**src/verilog/dma_pkg.sv**
```systemverilog
// constants shared by the four-channel dma controller and its testbench
// assumes a single 50 mhz clock and a synchronous active-high reset
package dma_pkg;
	localparam int          NCH          = 4;
	localparam int          CLK_NS       = 20;
	localparam logic [1:0]  MODE_VERIFY  = 2'h0;
	localparam logic [1:0]  MODE_WRITE   = 2'h1;
	localparam logic [1:0]  MODE_READ    = 2'h2;
	localparam int          MS_AL        = 7;
	localparam int          MS_TCS       = 6;
	localparam int          MS_EW        = 5;
	localparam int          MS_RP        = 4;
	localparam int          ST_UP        = 4;
	localparam int          SEL_HI       = 3;
	localparam logic [2:0]  SEL_MODESET  = 3'h0;
	localparam logic [7:0]  MODESET_INIT = 8'h00;
	localparam logic [15:0] REG_INIT     = 16'h0000;
	localparam logic [13:0] COUNT_ZERO   = 14'h0000;
	localparam logic [13:0] COUNT_STEP   = 14'h0001;
	localparam logic [15:0] ADDR_STEP    = 16'h0001;
	localparam logic [6:0]  MARK_LAST    = 7'h7f;
	localparam logic [6:0]  MARK_INIT    = 7'h00;
	localparam logic [6:0]  MARK_STEP    = 7'h01;
	localparam logic [1:0]  CH_AUTO_DST  = 2'h2;
	localparam logic [1:0]  CH_AUTO_SRC  = 2'h3;
	localparam logic [1:0]  CH_STEP      = 2'h1;
	localparam logic [1:0]  CH_FIRST     = 2'h0;
	typedef enum logic [2:0] {
		st_idle, st_s0, st_s1, st_s2, st_s3, st_sw, st_s4
	} dma_state_t;
endpackage

```
**src/verilog/two_entry_buffer.sv**
```systemverilog
// two-entry buffer with valid/ready on both sides
// assumes one clock and a synchronous active-high reset
`timescale 1ns/1ns
`default_nettype none
module two_entry_buffer #(
	parameter int WIDTH = 8
) (
	input  wire logic             mclk,
	input  wire logic             reset,
	input  wire logic             in_valid,
	output logic                  in_ready,
	input  wire logic [WIDTH-1:0] in_data,
	output logic                  out_valid,
	input  wire logic             out_ready,
	output logic [WIDTH-1:0]      out_data
);
	logic [WIDTH-1:0] slot0;
	logic [WIDTH-1:0] slot1;
	logic [1:0]       fill;
	logic [WIDTH-1:0] next_slot0;
	logic [WIDTH-1:0] next_slot1;
	logic [1:0]       next_fill;
	logic             push;
	logic             pop;

	assign in_ready  = (fill != 2'h2);
	assign out_valid = (fill != 2'h0);
	assign out_data  = slot0;
	assign push      = in_valid & in_ready;
	assign pop       = out_valid & out_ready;

	always_comb begin
		next_slot0 = slot0;
		next_slot1 = slot1;
		next_fill  = fill;
		if (pop) begin
			next_slot0 = slot1;
		end
		if (push) begin
			if (fill == 2'h0 || (fill == 2'h1 && pop)) begin
				next_slot0 = in_data;
			end else begin
				next_slot1 = in_data;
			end
		end
		if (push && !pop) begin
			next_fill = fill + 2'h1;
		end else if (pop && !push) begin
			next_fill = fill - 2'h1;
		end
	end

	always_ff @(posedge mclk) begin
		if (reset) begin
			slot0 <= '0;
			slot1 <= '0;
			fill  <= 2'h0;
		end else begin
			slot0 <= next_slot0;
			slot1 <= next_slot1;
			fill  <= next_fill;
		end
	end
endmodule
`default_nettype wire

```
**src/verilog/dma_controller.sv**
```systemverilog
// four-channel dma controller: cpu register slave plus bus-master engine
// assumes inputs synchronous to mclk except channel_request and ready
`timescale 1ns/1ns
`default_nettype none
module dma_controller (
	input  wire logic       mclk,
	input  wire logic       reset,
	input  wire logic [3:0] channel_request,
	output logic      [3:0] channel_grant_n,
	output logic            bus_request_out,
	input  wire logic       bus_grant_in,
	input  wire logic       ready,
	input  wire logic       chip_select_n,
	input  wire logic       io_read_strobe_n_in,
	output logic            io_read_strobe_n_out,
	output logic            io_read_strobe_oe,
	input  wire logic       io_write_strobe_n_in,
	output logic            io_write_strobe_n_out,
	output logic            io_write_strobe_oe,
	output logic            mem_read_strobe_n,
	output logic            mem_write_strobe_n,
	output logic            mem_strobe_oe,
	input  wire logic [3:0] addr_low_in,
	output logic      [3:0] addr_low_out,
	output logic            addr_low_oe,
	output logic      [3:0] addr_mid_out,
	output logic            addr_mid_oe,
	input  wire logic [7:0] data_in,
	output logic      [7:0] data_out,
	output logic            data_oe,
	output logic            upper_addr_latch_strobe,
	output logic            addr_drive_enable,
	output logic            count_done_pulse,
	output logic            modulo_128_pulse
);
	localparam int N = dma_pkg::NCH;

	dma_pkg::dma_state_t state, next_state;
	logic [15:0] addr [N], next_addr [N];
	logic [15:0] count [N], next_count [N];
	logic [6:0]  mark [N], next_mark [N];
	logic [7:0]  modeset, next_modeset;
	logic [3:0]  tc_flag, next_tc_flag;
	logic        upd_flag, next_upd_flag;
	logic        first_last, next_first_last;
	logic [1:0]  chan, next_chan;
	logic [1:0]  rot_base, next_rot_base;
	logic [3:0]  req_meta, req_sync;
	logic        rdy_meta, rdy_sync;
	logic        rd_prev, wr_prev;
	logic [3:0]  pending;
	logic [1:0]  pick;
	logic        any_pend;
	logic        slave, own, rd_go, wr_go, rd_end;
	logic [7:0]  rd_byte;
	logic        buf_in_ready, buf_out_valid;
	logic [7:0]  buf_out_data;
	logic [1:0]  cur_mode;
	logic        cur_last, in_data_phase, in_write_phase;

	// plain two-flop synchronisers; the first stage feeds nothing else
	always_ff @(posedge mclk) begin
		if (reset) begin
			req_meta <= 4'h0;
			req_sync <= 4'h0;
			rdy_meta <= 1'b0;
			rdy_sync <= 1'b0;
			rd_prev  <= 1'b1;
			wr_prev  <= 1'b1;
		end else begin
			req_meta <= channel_request;
			req_sync <= req_meta;
			rdy_meta <= ready;
			rdy_sync <= rdy_meta;
			rd_prev  <= io_read_strobe_n_in;
			wr_prev  <= io_write_strobe_n_in;
		end
	end

	assign pending  = req_sync & modeset[3:0];
	assign any_pend = |pending;

	// rotating mode scans from the channel after the last one served
	always_comb begin
		logic [1:0] idx;
		logic       found;
		idx   = 2'h0;
		found = 1'b0;
		pick  = dma_pkg::CH_FIRST;
		for (int k = 0; k < N; k++) begin
			idx = modeset[dma_pkg::MS_RP] ? rot_base + 2'(k) : 2'(k);
			if (!found && pending[idx]) begin
				pick  = idx;
				found = 1'b1;
			end
		end
	end

	// slave only in idle, or in s0 before the grant arrives; cs is moot as master
	assign slave  = (state == dma_pkg::st_idle)
		|| (state == dma_pkg::st_s0 && !bus_grant_in);
	// s0 with grant is neither side: the channel is only picked on its edge
	assign own    = bus_grant_in && !slave
		&& state != dma_pkg::st_s0;
	assign rd_go  = slave && !chip_select_n && rd_prev
		&& !io_read_strobe_n_in;
	assign wr_go  = slave && !chip_select_n && wr_prev
		&& !io_write_strobe_n_in;
	assign rd_end = slave && !rd_prev && io_read_strobe_n_in;

	always_comb begin
		if (addr_low_in[dma_pkg::SEL_HI]) begin
			rd_byte = {3'h0, upd_flag, tc_flag};
		end else if (addr_low_in[0]) begin
			rd_byte = first_last ? count[addr_low_in[2:1]][15:8]
				: count[addr_low_in[2:1]][7:0];
		end else begin
			rd_byte = first_last ? addr[addr_low_in[2:1]][15:8]
				: addr[addr_low_in[2:1]][7:0];
		end
	end

	// read data waits here if the cpu holds off; a full buffer
	// refuses the read and the first/last toggle does not advance
	two_entry_buffer #(.WIDTH(8)) read_buf (
		.mclk      (mclk),
		.reset     (reset),
		.in_valid  (rd_go),
		.in_ready  (buf_in_ready),
		.in_data   (rd_byte),
		.out_valid (buf_out_valid),
		.out_ready (rd_end),
		.out_data  (buf_out_data)
	);

	assign cur_mode = count[chan][15:14];
	assign cur_last = (count[chan][13:0] == dma_pkg::COUNT_ZERO);

	always_comb begin
		next_state      = state;
		next_addr       = addr;
		next_count      = count;
		next_mark       = mark;
		next_modeset    = modeset;
		next_tc_flag    = tc_flag;
		next_upd_flag   = upd_flag;
		next_first_last = first_last;
		next_chan       = chan;
		next_rot_base   = rot_base;
		if (wr_go) begin
			if (addr_low_in[dma_pkg::SEL_HI]) begin
				if (addr_low_in[2:0] == dma_pkg::SEL_MODESET) begin
					next_modeset    = data_in;
					next_first_last = 1'b0;
				end
			end else begin
				next_first_last = !first_last;
				if (addr_low_in[0] && first_last) begin
					next_count[addr_low_in[2:1]][15:8] = data_in;
				end else if (addr_low_in[0]) begin
					next_count[addr_low_in[2:1]][7:0] = data_in;
				end else if (first_last) begin
					next_addr[addr_low_in[2:1]][15:8] = data_in;
				end else begin
					next_addr[addr_low_in[2:1]][7:0] = data_in;
				end
			end
		end
		if (rd_go && buf_in_ready) begin
			if (addr_low_in[dma_pkg::SEL_HI]) begin
				next_tc_flag  = 4'h0;
				next_upd_flag = 1'b0;
			end else begin
				next_first_last = !first_last;
			end
		end
		case (state)
			dma_pkg::st_idle: begin
				if (any_pend) begin
					next_state = dma_pkg::st_s0;
				end
			end
			dma_pkg::st_s0: begin
				if (!any_pend) begin
					next_state = dma_pkg::st_idle;
				end else if (bus_grant_in) begin
					next_chan  = pick;
					next_state = dma_pkg::st_s1;
				end
			end
			dma_pkg::st_s1: begin
				next_state = dma_pkg::st_s2;
			end
			dma_pkg::st_s2: begin
				next_state = dma_pkg::st_s3;
			end
			dma_pkg::st_s3, dma_pkg::st_sw: begin
				// verify moves no memory, so waits would only stall
				if (rdy_sync || cur_mode == dma_pkg::MODE_VERIFY) begin
					next_state = dma_pkg::st_s4;
					next_addr[chan]  = addr[chan] + dma_pkg::ADDR_STEP;
					next_count[chan][13:0] = count[chan][13:0]
						- dma_pkg::COUNT_STEP;
					next_mark[chan]  = mark[chan] + dma_pkg::MARK_STEP;
					next_rot_base    = chan + dma_pkg::CH_STEP;
					if (cur_last) begin
						next_tc_flag[chan] = 1'b1;
						if (modeset[dma_pkg::MS_TCS]) begin
							next_modeset[chan] = 1'b0;
						end
						if (modeset[dma_pkg::MS_AL]
							&& chan == dma_pkg::CH_AUTO_DST) begin
							next_addr[chan]  = addr[dma_pkg::CH_AUTO_SRC];
							next_count[chan] = count[dma_pkg::CH_AUTO_SRC];
							next_upd_flag    = 1'b1;
						end
					end
				end else begin
					next_state = dma_pkg::st_sw;
				end
			end
			dma_pkg::st_s4: begin
				if (any_pend && bus_grant_in) begin
					next_chan  = pick;
					next_state = dma_pkg::st_s1;
				end else begin
					next_state = dma_pkg::st_idle;
				end
			end
			default: begin
				next_state = dma_pkg::st_idle;
			end
		endcase
	end

	always_ff @(posedge mclk) begin
		if (reset) begin
			state      <= dma_pkg::st_idle;
			modeset    <= dma_pkg::MODESET_INIT;
			tc_flag    <= 4'h0;
			upd_flag   <= 1'b0;
			first_last <= 1'b0;
			chan       <= dma_pkg::CH_FIRST;
			rot_base   <= dma_pkg::CH_FIRST;
			for (int c = 0; c < N; c++) begin
				addr[c]  <= dma_pkg::REG_INIT;
				count[c] <= dma_pkg::REG_INIT;
				mark[c]  <= dma_pkg::MARK_INIT;
			end
		end else begin
			state      <= next_state;
			modeset    <= next_modeset;
			tc_flag    <= next_tc_flag;
			upd_flag   <= next_upd_flag;
			first_last <= next_first_last;
			chan       <= next_chan;
			rot_base   <= next_rot_base;
			addr       <= next_addr;
			count      <= next_count;
			mark       <= next_mark;
		end
	end

	assign in_data_phase  = own && (state == dma_pkg::st_s2
		|| state == dma_pkg::st_s3 || state == dma_pkg::st_sw);
	assign in_write_phase = own && (state == dma_pkg::st_s3
		|| state == dma_pkg::st_sw
		|| (state == dma_pkg::st_s2 && modeset[dma_pkg::MS_EW]));

	assign bus_request_out = (state != dma_pkg::st_idle);

	always_comb begin
		channel_grant_n = 4'hf;
		if (own && state != dma_pkg::st_s1) begin
			channel_grant_n[chan] = 1'b0;
		end
	end

	assign addr_drive_enable       = own;
	assign upper_addr_latch_strobe = own && (state == dma_pkg::st_s1);
	assign addr_low_out  = addr[chan][3:0];
	assign addr_low_oe   = own;
	assign addr_mid_out  = addr[chan][7:4];
	assign addr_mid_oe   = own;
	assign data_out      = own ? addr[chan][15:8] : buf_out_data;
	assign data_oe       = upper_addr_latch_strobe
		|| (slave && buf_out_valid && !chip_select_n
		&& !io_read_strobe_n_in);
	assign mem_strobe_oe      = own;
	assign io_read_strobe_oe  = own;
	assign io_write_strobe_oe = own;
	assign mem_read_strobe_n  = !(in_data_phase
		&& cur_mode == dma_pkg::MODE_READ);
	assign io_write_strobe_n_out = !(in_write_phase
		&& cur_mode == dma_pkg::MODE_READ);
	assign io_read_strobe_n_out  = !(in_data_phase
		&& cur_mode == dma_pkg::MODE_WRITE);
	assign mem_write_strobe_n = !(in_write_phase
		&& cur_mode == dma_pkg::MODE_WRITE);
	assign count_done_pulse = own && state == dma_pkg::st_s3
		&& cur_last;
	assign modulo_128_pulse = own && state == dma_pkg::st_s3
		&& mark[chan] == dma_pkg::MARK_LAST;
endmodule
`default_nettype wire

```
**config.mk**
```make
export PLATFORM = sky130hd
export DESIGN_NAME = dma_controller
export DESIGN_NICKNAME = d
export VERILOG_FILES = /design/src/verilog/dma_pkg.sv /design/src/verilog/two_entry_buffer.sv /design/src/verilog/dma_controller.sv
export SDC_FILE = /design/constraint.sdc
export NUM_CORES = 1
export LEC_CHECK = 0
export BUFFER_PORTS_ARGS = -buffer_cell sky130_fd_sc_hd__clkbuf_2
export CAP_MARGIN = 20
export CORE_MARGIN = 8
export CORE_UTILIZATION = 49
export CTS_CLUSTER_DIAMETER = 40
export CTS_CLUSTER_SIZE = 16
export DETAILED_ROUTE_END_ITERATION = 10
export PLACE_DENSITY = 0.66
export SLEW_MARGIN = 25
export SYNTH_ARGS = -nofsm -noshare
export SYNTH_HDL_FRONTEND = slang
export SYNTH_SLANG_ARGS = --single-unit
```
**constraint.sdc**
```tcl
create_clock -name mclk -period 6.8 [get_ports mclk]
set_input_delay 1.36 -clock mclk [delete_from_list [all_inputs] [get_ports mclk]]
set_output_delay 1.36 -clock mclk [all_outputs]
set_load 0.02 [all_outputs]
```
==> results.json <==
{
  "run_status": "complete, no violations",
  "seqCellArea_um2": 4146,
  "via_per_inst": 6.640,
  "synth_top_cell_by_area": "dfxtp_1",
  "post_cts_buffers": 0,
  "cts-resized-gates": 0,
  "slew_viol_final": 0,
  "final_area_um2": 14600,
  "fillCellCount": 2286,
  "dr.pass1.iters": 7,
  "start_kind": "flip-flop",
  "die_y_um": 177.6,
  "placed_cell_area_um2": 13140,
  "worstMarginPinSlew_ns": 1.071,
  "antennaDiodeCount": 0,
  "synth_seq_area_share": 0.3238,
  "grt_pass1_vias": 11070,
  "synth_cells": 1340,
  "syn_to_final_growth_pct": 14.08,
  "cts_buffer_depth": 3,
  "ios": 58,
  "nets": 1368,
  "peakVddDrop_uv": 179.3,
  "multi_input_area_um2": 8044,
  "fp.coreArea_um2": 25840,
  "fmax_ghz": 0.1864,
  "synth-edff-count": 0,
  "drc": 0,
  "grt_pass1_wl_um": 64910,
  "ys_ff_latch": 207,
  "yosysUniqueCellTypes": 75,
  "grt_max_degree": 142,
  "row_count": 59,
  "wl_per_cell_um": 24.37,
  "synth_top_area_frac": 0.3238,
  "synth_area_leaders": "dfxtp_1, mux4_2, mux2i_1",
  "cts_tree": "built",
  "cts.clk_slew.worst_paths_ns": 0.05,
  "ys_dominant_reg_cell": "dfxtp_1",
  "hold_viol_final": 0,
  "drive_gt1_frac": 0.2172,
  "syn-num-nets": 1375,
  "vias": 11270,
  "crit_path_end_kind": "primary output",
  "die-area_um2": 31540,
  "crit_path_max_fanout": 21,
  "antenna_left": 0,
  "routabilityCongestion": 0.9196,
  "numPortBuffers": 57,
  "p_per_area_nw_per_um2": 243.2,
  "max-cap-violations": 0,
  "cp_data_required_time_ns": 5.44,
  "finalSetupViolCount": 0,
  "fin_crit_ns": 5.365,
  "clock_latency_ns": 0.52,
  "yosysWarnings": 0,
  "netlist_area_um2": 12800,
  "rsz0062_at_grt": "false",
  "critPathKind": "reg2out",
  "htreeDepth": 2,
  "hold_class": "reg2reg",
  "finalCritPeriodShare": 0.7890,
  "grt.overflow.total": 0,
  "avgSynthCellArea_um2": 9.549,
  "antenna_found_initial": 0,
  "start_util": 0.4953,
  "cts-root-buf": "clkbuf_16",
  "arrival_ns": 4.01,
  "grtUsageTotal": 0.2614,
  "total_leakage_power_nw": 5.543,
  "initialDrtViolationCount": 1432,
  "cts_buffers": 38,
  "skew_ns": 0.02306,
  "synthArstFlopShare": 0,
  "clock-sinks": 207,
  "relSlewSlack": 0.2860,
  "hpwlAfterDp_um": 26630,
  "totalNegativeSetupSlack_ns": 0,
  "hold_buffers": 0,
  "drt-total-wl_um": 41390,
  "die_w_um": 177.6
}
cells in the mapped netlist (15+ instances only):
master,instances
buf_1,17
dfxtp_1,207
nor2b_1,39
a211oi_1,93
a21oi_1,81
o221a_2,21
mux2i_1,106
nor3_1,33
buf_2,17
nand2_1,63
nor2_1,131
inv_1,20
xnor2_1,15
a21o_1,27
nand3_1,33
o21ai_0,28
mux2_2,25
mux4_2,73
clkbuf_1,79
metrics by stage:
stage	std cells	worst slack (ns)	total power, W	utilization	hold WS, ns
floorplan	1340	2.790	0.001389	-	0.4138
global placement	1628	2.066	0.001435	0.5082	0.4212
detailed placement	1628	2.033	0.001438	0.5086	0.4233
CTS	1698	1.477	0.003571	0.5648	0.4363
global route	1698	1.173	0.003643	0.5650	0.4547
finish	1698	1.435	0.003550	0.5650	0.4318
cell usage in the layout (no fill, tap or decap), types with 12 or more instances in the layout:
cell,instances
mux2_2,25
inv_1,20
mux4_2,73
nor3b_1,13
xnor2_1,15
xor2_1,13
ha_1,12
nand2_1,63
buf_4,20
a211o_1,12
nand3_1,33
o21ai_0,28
a21oi_1,81
a211oi_1,93
nor2_1,128
nor3_1,33
a21o_1,27
mux2i_1,106
clkbuf_2,56
nor2b_1,39
o221a_2,21
dfxtp_1,205
clkbuf_16,41
flip-flops by register name (all words and copies together), names as in the netlist, 8 cells and up:
signal / cells
addr: 64
read_buf.slot1: 8
mark: 28
modeset: 8
count: 64
read_buf.out_data: 8
layer usage:
metal / GRT usage / vias to the layer above / wire (um) / share of wire
li1: - / 5081 / - / -
met1: 0.3413 / 5464 / 16890 / 0.41
met2: 0.4071 / 598 / 18730 / 0.45
met3: 0.06128 / 131 / 4230 / 0.10
met4: 0.1150 / 0 / 1531 / 0.037
met5: 0 / - / 0 / 0
report_power, final:
group / internal [W] / switching (W) / total [W]
clock: 0.00147 / 0.000667 / 0.00213
combinational: 0.0000614 / 0.000114 / 0.000175
sequential: 0.00123 / 0.0000117 / 0.00124
path summary, 6_finish.rpt:
check                                            start                      to  slack [ns]  cells after the start
worst max-delay path              chan[0]$_SDFFE_PP0P_        count_done_pulse        1.43                      7
worst min-delay path            req_meta[0]$_SDFF_PP0_  req_sync[0]$_SDFF_PP0_        0.43                      1
worst max register to register    chan[0]$_SDFFE_PP0P_     addr[24]$_SDFF_PP0_        2.20                      6
worst min register to register  req_meta[0]$_SDFF_PP0_  req_sync[0]$_SDFF_PP0_        0.43                      1
worst max-delay path: stages (launching register included):
cell and delay (ns):
dfxtp_2 0.82, mux4_1 0.77, nor4_1 0.47, nand3_1 0.53
nor4_2 0.33, buf_4 0.24, and2_1 0.15, clkbuf_2 0.17
logic make-up (layout without fill, tap and decap cells):
group	count (synthesis)	after routing	synth area share
multiplexers	209	209	0.2437
buffers and inverters	145	168	0.04889
AND/OR/NAND/NOR	390	390	0.1565
AO/OA/AOI/OAI	347	347	0.1936
XOR/XNOR	30	30	0.02171
adder cells (fa/ha/maj)	12	12	0.01173
flip-flops	207	207	0.3238
area by class of cell:
cell class,instances,share of cell area
timing repair buffer,78,0.03163
tap,335,0.02871
inverter,20,0.005143
clock inverter,21,0.02297
sequential,207,0.2840
clock buffer,49,0.07645
multi-input combinational,988,0.5510
Note: power is estimated with default switching activity, not from simulation.
